==> src/rtl/mmc_pkg.sv <==
// Package: offsets, field positions, reset values and shared types of the memory map block
package mmc_pkg;
  localparam logic [7:0] MMC_PSW_ADDR  = 8'h8e;
  localparam logic [7:0] MMC_AUX_ADDR  = 8'ha2;
  localparam logic [7:0] MMC_FLASH_CONTROL_ADDR = 8'hd1;
  localparam logic [7:0] MMC_PTRH_ADDR = 8'h83;
  localparam logic [7:0] MMC_PTRL_ADDR = 8'h84;
  localparam logic [7:0] MMC_SFR_BASE  = 8'h80;
  localparam logic [7:0] MMC_BIT_BASE  = 8'h20;
  localparam logic [7:0] MMC_FLASH_CONTROL_RST  = 8'h00;
  localparam logic [7:0] MMC_PSW_RST   = 8'h00;
  localparam logic [7:0] MMC_AUX_RST   = 8'h00;
  localparam logic [3:0] MMC_KEY_ARM   = 4'h5;
  localparam logic [3:0] MMC_KEY_GO    = 4'ha;
  localparam int         MMC_FC_LATCH  = 3;
  localparam int         MMC_FC_BUSY   = 0;
  localparam int         MMC_AUX_SEL   = 0;
  localparam int         MMC_AUX_ZERO  = 2;
  localparam int         MMC_AUX_GF    = 3;
  localparam int         MMC_AUX_BOOT  = 5;
  localparam int         MMC_PSW_CY    = 7;
  localparam int         MMC_PSW_AC    = 6;
  localparam int         MMC_PSW_OV    = 2;
  localparam int         MMC_PSW_P     = 0;
  localparam logic [7:0] MMC_AUX_WMASK = 8'h29;
  localparam logic [15:0] MMC_USER_LO  = 16'h0000;
  localparam logic [15:0] MMC_USER_HI  = 16'h3fff;
  localparam logic [15:0] MMC_XROW_LO  = 16'hff80;
  localparam logic [15:0] MMC_SEC_ADDR = 16'h0000;
  localparam logic [15:0] MMC_BOOT_LO  = 16'hf800;
  localparam logic [1:0] MMC_SPACE_USER = 2'b00;
  localparam logic [1:0] MMC_SPACE_XROW = 2'b01;
  localparam logic [1:0] MMC_SPACE_SEC  = 2'b10;
  localparam logic [1:0] MMC_SPACE_RSVD = 2'b11;

  typedef enum logic [2:0]
  {
    MMC_IDLE  = 3'b001,
    MMC_ARMED = 3'b010,
    MMC_BUSY  = 3'b100
  } mmc_key_st_t;

  // Internal data memory target of one access
  typedef enum logic [3:0]
  {
    MMC_T_LOW  = 4'b0001,
    MMC_T_UP   = 4'b0010,
    MMC_T_SFR  = 4'b0100,
    MMC_T_XRAM = 4'b1000
  } mmc_tgt_t;

  // Flag updates from the core's arithmetic unit
  typedef struct packed
  {
    logic wr_cy;
    logic cy;
    logic wr_ac;
    logic ac;
    logic wr_ov;
    logic ov;
  } mmc_alu_t;

  // One data memory access from the core
  typedef struct packed
  {
    logic        valid;
    logic        direct;
    logic        movx;
    logic        bit_op;
    logic [15:0] addr;
  } mmc_acc_t;

  // Decoded access handed to the memories
  typedef struct packed
  {
    logic        low_ram;
    logic        up_ram;
    logic        sfr;
    logic        xram;
    logic        latch;
    logic [7:0]  ram_addr;
    logic [2:0]  bit_pos;
  } mmc_dec_t;
endpackage

==> src/rtl/mmc_regs.sv <==
// Memory map decode, flash control, program status and auxiliary registers
`timescale 1ns/1ps
module mmc_regs
  import mmc_pkg::*;
#(
  parameter int unsigned PROG_CYCLES = 16
)
(
  input  wire logic        i_clk,
  input  wire logic        i_rst,
  input  wire logic        i_sfr_wr,
  input  wire logic        i_sfr_rd,
  input  wire logic [7:0]  i_sfr_addr,
  input  wire logic [7:0]  i_sfr_wdata,
  input  wire logic [7:0]  i_accumulator,
  input  wire mmc_alu_t    i_alu,
  input  wire mmc_acc_t    i_acc,
  input  wire logic        i_prog_done,
  output logic [7:0]       o_sfr_rdata,
  output logic             o_sfr_hit,
  output mmc_dec_t         o_dec,
  output logic [15:0]      o_active_pointer,
  output logic             o_prog_start,
  output logic [1:0]       o_prog_space,
  output logic             o_cpu_idle,
  output logic [1:0]       o_flash_space_select,
  output logic             o_latch_window_select,
  output logic             o_boot_area_map
);

  // Elaboration checks: the logic hard-wires field slices and the counter width
  if (PROG_CYCLES < 1 || PROG_CYCLES > 65535)
  begin : g_chk_prog
    $error("PROG_CYCLES out of range");
  end

  if (MMC_KEY_ARM == MMC_KEY_GO)
  begin : g_chk_key
    $error("launch key codes must differ");
  end

  if (MMC_FC_LATCH != 3 || MMC_FC_BUSY != 0)
  begin : g_chk_fc
    $error("flash control fields must match the fixed slices");
  end

  if (MMC_FLASH_CONTROL_RST[MMC_FC_BUSY] != 1'b0)
  begin : g_chk_busy
    $error("busy flag must reset clear");
  end

  if (MMC_AUX_WMASK[MMC_AUX_ZERO] != 1'b0)
  begin : g_chk_aux
    $error("aux stuck-zero bit must not be writable");
  end

  if (MMC_BIT_BASE + 8'h0f >= MMC_SFR_BASE)
  begin : g_chk_bit
    $error("bit area must lie inside lower RAM");
  end

  if (MMC_PSW_OV == 3 || MMC_PSW_OV == 4 || MMC_PSW_P == 3 || MMC_PSW_P == 4)
  begin : g_chk_psw
    $error("status flags must not overlap the bank select field");
  end

  localparam logic [15:0] PROG_LEN = 16'(PROG_CYCLES);

  typedef struct packed
  {
    mmc_key_st_t key;
    logic [3:0]  fc_key;
    logic        latch;
    logic [1:0]  space;
    logic        busy;
    logic [15:0] cnt;
    logic [7:0]  program_status;
    logic        sel;
    logic        gf3;
    logic        boot;
    logic [15:0] ptr0;
    logic [15:0] ptr1;
    logic [15:0] act;
    logic        start;
    logic [1:0]  prog_space;
    logic [7:0]  rdata;
    logic        hit;
    mmc_dec_t    dec;
  } mmc_state_t;

  mmc_state_t s_q;
  mmc_state_t s_d;

  logic       wr_fc;
  logic       wr_aux;
  logic       wr_psw;
  logic [7:0] aux_val;
  logic [7:0] fc_val;
  logic [15:0] ptr_cur;

  always_comb
  begin
    wr_fc   = i_sfr_wr && (i_sfr_addr == MMC_FLASH_CONTROL_ADDR);
    wr_aux  = i_sfr_wr && (i_sfr_addr == MMC_AUX_ADDR);
    wr_psw  = i_sfr_wr && (i_sfr_addr == MMC_PSW_ADDR);
    fc_val  = {s_q.fc_key, s_q.latch, s_q.space, s_q.busy};
    aux_val = 8'h00;
    aux_val[MMC_AUX_SEL]  = s_q.sel;
    aux_val[MMC_AUX_ZERO] = 1'b0;
    aux_val[MMC_AUX_GF]   = s_q.gf3;
    aux_val[MMC_AUX_BOOT] = s_q.boot;
    ptr_cur = s_q.sel ? s_q.ptr1 : s_q.ptr0;

    s_d       = s_q;
    s_d.start = 1'b0;

    // Launch key sequencer; software writes never touch the busy bit
    if (wr_fc)
    begin
      s_d.fc_key = i_sfr_wdata[7:4];
      s_d.latch  = i_sfr_wdata[MMC_FC_LATCH];
      s_d.space  = i_sfr_wdata[2:1];
    end
    unique case (s_q.key)
      MMC_IDLE:
      begin
        if (wr_fc && i_sfr_wdata[7:4] == MMC_KEY_ARM)
        begin
          s_d.key = MMC_ARMED;
        end
      end
      MMC_ARMED:
      begin
        if (wr_fc)
        begin
          if (i_sfr_wdata[7:4] == MMC_KEY_GO && i_sfr_wdata[2:1] != MMC_SPACE_RSVD)
          begin
            // Reserved space code is no action
            s_d.key        = MMC_BUSY;
            s_d.busy       = 1'b1;
            s_d.start      = 1'b1;
            s_d.prog_space = i_sfr_wdata[2:1];
            s_d.cnt        = PROG_LEN;
          end
          else if (i_sfr_wdata[7:4] != MMC_KEY_ARM && i_sfr_wdata[7:4] != MMC_KEY_GO)
          begin
            // Key A on the reserved space is refused but leaves the arm in place
            s_d.key = MMC_IDLE;
          end
        end
      end
      MMC_BUSY:
      begin
        // Ends on the engine's done or, failing that, on the timeout count
        if (s_q.cnt != 16'h0000)
        begin
          s_d.cnt = s_q.cnt - 16'h0001;
        end
        if (i_prog_done || s_q.cnt == 16'h0001)
        begin
          s_d.key  = MMC_IDLE;
          s_d.busy = 1'b0;
          s_d.cnt  = 16'h0000;
        end
      end
    endcase

    // Program status: software write first, hardware flags override
    if (wr_psw)
    begin
      s_d.program_status = i_sfr_wdata;
    end
    if (i_alu.wr_cy)
    begin
      s_d.program_status[MMC_PSW_CY] = i_alu.cy;
    end
    if (i_alu.wr_ac)
    begin
      s_d.program_status[MMC_PSW_AC] = i_alu.ac;
    end
    if (i_alu.wr_ov)
    begin
      s_d.program_status[MMC_PSW_OV] = i_alu.ov;
    end
    s_d.program_status[MMC_PSW_P] = ^i_accumulator;

    // Reserved aux bits are not stored, so they read zero
    if (wr_aux)
    begin
      s_d.sel  = i_sfr_wdata[MMC_AUX_SEL];
      s_d.gf3  = i_sfr_wdata[MMC_AUX_GF];
      s_d.boot = i_sfr_wdata[MMC_AUX_BOOT];
    end

    // Both pointer bytes write into the selected pointer only
    if (i_sfr_wr && i_sfr_addr == MMC_PTRH_ADDR)
    begin
      if (s_q.sel)
      begin
        s_d.ptr1[15:8] = i_sfr_wdata;
      end
      else
      begin
        s_d.ptr0[15:8] = i_sfr_wdata;
      end
    end
    if (i_sfr_wr && i_sfr_addr == MMC_PTRL_ADDR)
    begin
      if (s_q.sel)
      begin
        s_d.ptr1[7:0] = i_sfr_wdata;
      end
      else
      begin
        s_d.ptr0[7:0] = i_sfr_wdata;
      end
    end

    // Registered copy keeps the pointer output straight off a flop
    s_d.act = s_d.sel ? s_d.ptr1 : s_d.ptr0;

    // Special register read port
    s_d.hit   = 1'b0;
    s_d.rdata = 8'h00;
    if (i_sfr_rd)
    begin
      s_d.hit = 1'b1;
      unique case (i_sfr_addr)
        MMC_FLASH_CONTROL_ADDR: s_d.rdata = fc_val;
        MMC_PSW_ADDR:  s_d.rdata = s_q.program_status;
        MMC_AUX_ADDR:  s_d.rdata = aux_val;
        MMC_PTRH_ADDR: s_d.rdata = ptr_cur[15:8];
        MMC_PTRL_ADDR: s_d.rdata = ptr_cur[7:0];
        default:
        begin
          s_d.hit   = 1'b0;
          s_d.rdata = 8'h00;
        end
      endcase
    end

    // Data memory decode, registered one cycle behind the request
    s_d.dec = '0;
    if (i_acc.valid)
    begin
      if (i_acc.movx)
      begin
        // Latch window takes precedence over expanded RAM
        s_d.dec.latch = s_q.latch;
        s_d.dec.xram  = !s_q.latch && (i_acc.addr[15:8] == 8'h00);
        s_d.dec.ram_addr = i_acc.addr[7:0];
      end
      else if (i_acc.bit_op)
      begin
        if (i_acc.addr[7])
        begin
          s_d.dec.sfr      = 1'b1;
          s_d.dec.ram_addr = {i_acc.addr[7:3], 3'b000};
        end
        else
        begin
          s_d.dec.low_ram  = 1'b1;
          s_d.dec.ram_addr = MMC_BIT_BASE + {4'h0, i_acc.addr[6:3]};
        end
        s_d.dec.bit_pos = i_acc.addr[2:0];
      end
      else if (i_acc.addr[7:0] < MMC_SFR_BASE)
      begin
        s_d.dec.low_ram  = 1'b1;
        s_d.dec.ram_addr = i_acc.addr[7:0];
        if (i_acc.addr[7:3] == 5'b00000)
        begin
          // Register operand: offset into the active bank
          s_d.dec.ram_addr = {3'b000, s_q.program_status[4:3], i_acc.addr[2:0]};
        end
      end
      else if (i_acc.direct)
      begin
        s_d.dec.sfr      = 1'b1;
        s_d.dec.ram_addr = i_acc.addr[7:0];
      end
      else
      begin
        s_d.dec.up_ram   = 1'b1;
        s_d.dec.ram_addr = i_acc.addr[7:0];
      end
    end
  end

  always_ff @(posedge i_clk or posedge i_rst)
  begin
    if (i_rst)
    begin
      s_q            <= '0;
      s_q.key        <= MMC_IDLE;
      s_q.fc_key     <= MMC_FLASH_CONTROL_RST[7:4];
      s_q.latch      <= MMC_FLASH_CONTROL_RST[MMC_FC_LATCH];
      s_q.space      <= MMC_FLASH_CONTROL_RST[2:1];
      s_q.busy       <= MMC_FLASH_CONTROL_RST[MMC_FC_BUSY];
      s_q.program_status        <= MMC_PSW_RST;
      s_q.sel        <= MMC_AUX_RST[MMC_AUX_SEL];
      s_q.gf3        <= MMC_AUX_RST[MMC_AUX_GF];
      s_q.boot       <= MMC_AUX_RST[MMC_AUX_BOOT];
    end
    else
    begin
      s_q <= s_d;
    end
  end

  // Register bank code is bits 4:3 of program status
  assign o_sfr_rdata           = s_q.rdata;
  assign o_sfr_hit             = s_q.hit;
  assign o_dec                 = s_q.dec;
  assign o_active_pointer      = s_q.act;
  assign o_prog_start          = s_q.start;
  assign o_prog_space          = s_q.prog_space;
  assign o_cpu_idle            = s_q.busy;
  assign o_flash_space_select  = s_q.space;
  assign o_latch_window_select = s_q.latch;
  assign o_boot_area_map       = s_q.boot;

endmodule

==> config.mk <==
export PLATFORM = sky130hd
export DESIGN_NAME = mmc_regs
export DESIGN_NICKNAME = d
export VERILOG_FILES = /design/src/rtl/mmc_pkg.sv /design/src/rtl/mmc_regs.sv
export SDC_FILE = /design/constraint.sdc
export NUM_CORES = 1
export LEC_CHECK = 0
export BUFFER_PORTS_ARGS = -buffer_cell sky130_fd_sc_hd__buf_2
export CELL_PAD_IN_SITES_DETAIL_PLACEMENT = 1
export CELL_PAD_IN_SITES_GLOBAL_PLACEMENT = 1
export CORE_UTILIZATION = 40
export CTS_CLUSTER_DIAMETER = 40
export DETAILED_ROUTE_END_ITERATION = 8
export PLACE_DENSITY = 0.79
export SETUP_SLACK_MARGIN = 0.05
export SYNTH_ARGS = -nofsm -noshare
export SYNTH_HDL_FRONTEND = slang
export SYNTH_SLANG_ARGS = --single-unit
export TNS_END_PERCENT = 30
==> constraint.sdc <==
create_clock -name i_clk -period 3.2 [get_ports i_clk]
set_input_delay 0.16 -clock i_clk [delete_from_list [all_inputs] [get_ports i_clk]]
set_output_delay 0.16 -clock i_clk [all_outputs]
set_load 0.05 [all_outputs]
==> summary.txt <==
GRT
  – First-pass GRT wire length: 25,700 um
  – Global Route met3 Usage: 6.60%
  – Initial antenna violation count: 0
  – Vias in the first global route: 4,882
  – Met2 usage: 38.0%
  – Largest net degree at the start of global routing: 50
  – Grt met1 use: 27.9%
  – Grt ovf: 0
  – GR peak layer: met2
  – GRT Overall Usage: 22.9%

Timing
  – Min Tclk post-route: 2.59 ns
  – Hold slack: 0.0144 ns
  – Final setup violation count: 0
  – Fin crit share: 81.0%
  – Max-slew headroom: 31.1%
  – Final WS setup: 0.608 ns
  – Clk_skew: 0.00688 ns
  – Worst-Margin Slew: 1.03 ns
  – F_max: 0.386 GHz
  – Final Hold Vio Count: 0
  – Slew Viols, Final: 0
  – TNS Setup: 0 ns
  – RSZ-0062 raised after global routing: false

Floorplanning
  – Core box area: 14,100 um^2
  – I/O Pins: 104
  – Die W: 123 um
  – Core Rows: 43
  – DIE AREA: 15,100 um^2
  – Starting density of the core: 41.5%
  – Die Span Y: 123 um

Worst setup path
  – CP Class: reg -> reg
  – CP Capture Type: flip-flop
  – Critical path arrival: 2.87 ns
  – CP startpoint kind: flip-flop
  – CP max FO: 14
  – Worst R2R Path Depth: 7
  – CP max stage cell: or4b_4
  – Crit path cell chain: inv_1, ha_1, or4b_4, nor4_4, o311ai_2, a41oi_1, a31oi_1
  – Critical path required time: 3.48 ns
  – Delay of the slowest critical-path stage: 0.51 ns

Clocking
  – H-tree depth: 4
  – Worst-path clk slew: 0.05 ns
  – Clk_lat worst skew: 0.42 ns
  – Deepest clock path buffer count: 2
  – Setup Fix Bufs, Post-CTS: 0
  – CTS Buf Count: 17
  – TritonCTS clock tree: yes
  – Root Driver: clkbuf_16
  – CTS Sinks: 114
  – Post-cts sizing count: 0

Drt
  – DRT antenna net count: 0
  – DRT Pass-1 Iters: 4
  – Routed WL: 16,600 um
  – DR vias/cell: 5.75
  – Remaining DRCs: 0
  – Drt wl/cell: 20.5 um
  – 1st-iter DRT viols: 268
  – Vias: 4,642

Yosys
  – Syn nets: 599
  – Synth top area share: 48.3%
  – Mapped Cells: 542
  – Top post-synthesis cells by area: dfrtp_1, mux2_2, buf_4
  – Synth async-reset ratio: 100%
  – Mux share of post-synthesis cell area: 10.6%
  – Synth Warn #: 0
  – Compound-Gate Fraction of Synth Area: 12.7%
  – EDFF count, synth: 0
  – Biggest area consumer among synthesized cells: dfrtp_1
  – Post-synthesis cell area: 5850 um^2
  – Synth cell count leaders: dfrtp_1, nor2_1, mux2_2
  – Main synth FF type: dfrtp_1
  – Post-synthesis sequential area ratio: 48.8%
  – Count leader, synth: dfrtp_1
  – FF+latch count, synth: 114
  – Adder-cell share of the synthesized area: 0.428%
  – Avg Cell Area, Syn: 10.8 um^2
  – Xor/xnor cell area share of the yosys netlist: 1.05%
  – Synth unique cells: 73
  – Largest family of logic cells by synthesized area: simple AND/OR/NAND/NOR gates
  – Post-synthesis simple-gate area fraction: 18.0%

Power
  – Leakage power: 3.38 nW
  – Cell Int Power: 2.82 mW
  – Logic pwr share: 10.4%
  – Pwr/cell area: 543 nW/um^2
  – Power Total: 3.75 mW
  – Clock Power Share: 48.6%
  – Net Sw Power: 0.934 mW
  – Reg power frac: 41.0%
  – Peak VDD IR: 0.000405 V
  – Switching part of the total power: 24.9%

Cells and area
  – Fillcell total: 1,569
  – Share of cells above drive strength 1: 34.1%
  – Final cell count without fillers: 808
  – Number of diodes: 0
  – Register Area: 2850 um^2
  – Final net count: 674
  – Final Core Density: 49.1%
  – Final Instance Area: 6920 um^2
  – Multi-input gate area: 2510 um^2
  – Layout area overhead: 18.1%

Placed design
  – I/O Buffers: 103
  – Dpl cells: 765
  – Hpwl dp: 11,500 um
  – Post-Place Setup Slack: 0.620 ns
  – Area after DPL: 6220 um^2
  – Final Wtd Congestion: 0.859

Status
  – Outcome: finished clean

Worst hold path
  – Hold Crit Class: in -> reg
  – Cell count of the worst hold path: 2

Run
  – Max-Cap Viols: 0
## flip-flops by register name (all words and copies together), names as in the netlist, 2 cells and up
signal                flops
o_prog_space              2
fc_val                    4
o_dec                    16
o_sfr_rdata               8
s_q                      59
aux_val                   2
o_flash_space_select      2
o_active_pointer         16
## critical path, delay by kind of cell, from the launching register on
kind	cells	cell delay [ns]
AO/OA/AOI/OAI	3	0.82
adder cells (fa/ha/maj)	1	0.22
buffers and inverters	1	0.12
flip-flops	1	0.43
AND/OR/NAND/NOR	2	0.87
## placed cells by master (no fill, tap or decap), types with 4 or more instances in the layout
| cell | instances |
|---|---|
| dfrtp_1 | 113 |
| buf_2 | 103 |
| nor2_1 | 49 |
| mux2_2 | 46 |
| nand2_1 | 28 |
| a22oi_1 | 19 |
| o22ai_1 | 18 |
| a31oi_1 | 17 |
| clkbuf_16 | 17 |
| nand3_1 | 14 |
| o21ai_0 | 13 |
| dlygate4sd3_1 | 13 |
| nor2b_1 | 9 |
| inv_1 | 8 |
| buf_4 | 8 |
| mux2i_1 | 7 |
| or3_1 | 7 |
| nand2b_1 | 7 |
| nand4_1 | 7 |
| nor3_1 | 6 |
| a21oi_1 | 6 |
| nor4_1 | 6 |
| xnor2_1 | 6 |
| and3_1 | 5 |
| o21a_1 | 5 |
| a21boi_0 | 5 |
| nand3b_1 | 4 |
| clkbuf_1 | 4 |
| clkinv_2 | 4 |
## worst paths after layout
path                                 start              end  slack (ns)
setup / recovery                   s_q[87]          s_q[95]        0.61
hold / removal                   i_acc[17]        o_dec[13]        0.01
setup reg to reg                   s_q[87]          s_q[95]        0.61
hold reg to reg            o_prog_space[1]  o_prog_space[1]        0.51
max in group asynchronous            i_rst       o_cpu_idle        1.83
min in group asynchronous            i_rst          s_q[68]        0.50
## power by group through the flow
| stage | logic [mW] | clock network, mW | registers (mW) |
|---|---|---|---|
| 2_1_floorplan | 0.293 | 0 | 1.55 |
| 5_1_grt | 0.420 | 1.91 | 1.54 |
| 6_report | 0.390 | 1.83 | 1.54 |
| 4_1_cts | 0.393 | 1.84 | 1.54 |
| 3_5_place_dp | 0.378 | 0 | 1.56 |
| 3_3_place_gp | 0.367 | 0 | 1.56 |
## what timing repair did
| item | CTS | global route |
|---|---|---|
| hold endpoints to repair | 47 | 0 |
| hold buffers | 13 | 0 |
| setup endpoints to repair | 0 | 0 |
## per-layer routing
metal	wire length [um]	vias up
met4	399	0
li1	-	2098
met5	0	-
met2	8310	141
met1	6960	2368
met3	911	35
## cells by family after synthesis
| group | count (synthesis) |
|---|---|
| xor gates and xnor gates | 7 |
| muxes | 55 |
| adders and majority gates | 2 |
| buffers and inverters | 78 |
| DFF | 114 |
| AOI/OAI and AO/OA | 106 |
| and+or+nand+nor | 180 |
## area by class of cell
cell class,count,area share [%]
Sequential cell,114,41.3
Multi-Input combinational cell,350,36.3
Timing Repair Buffer,125,10.5
Clock buffer,24,6.97
Tap cell,180,3.26
Clock inverter,6,1.16
Inverter,9,0.543
No activity file was read; power rests on OpenSTA's default activity.
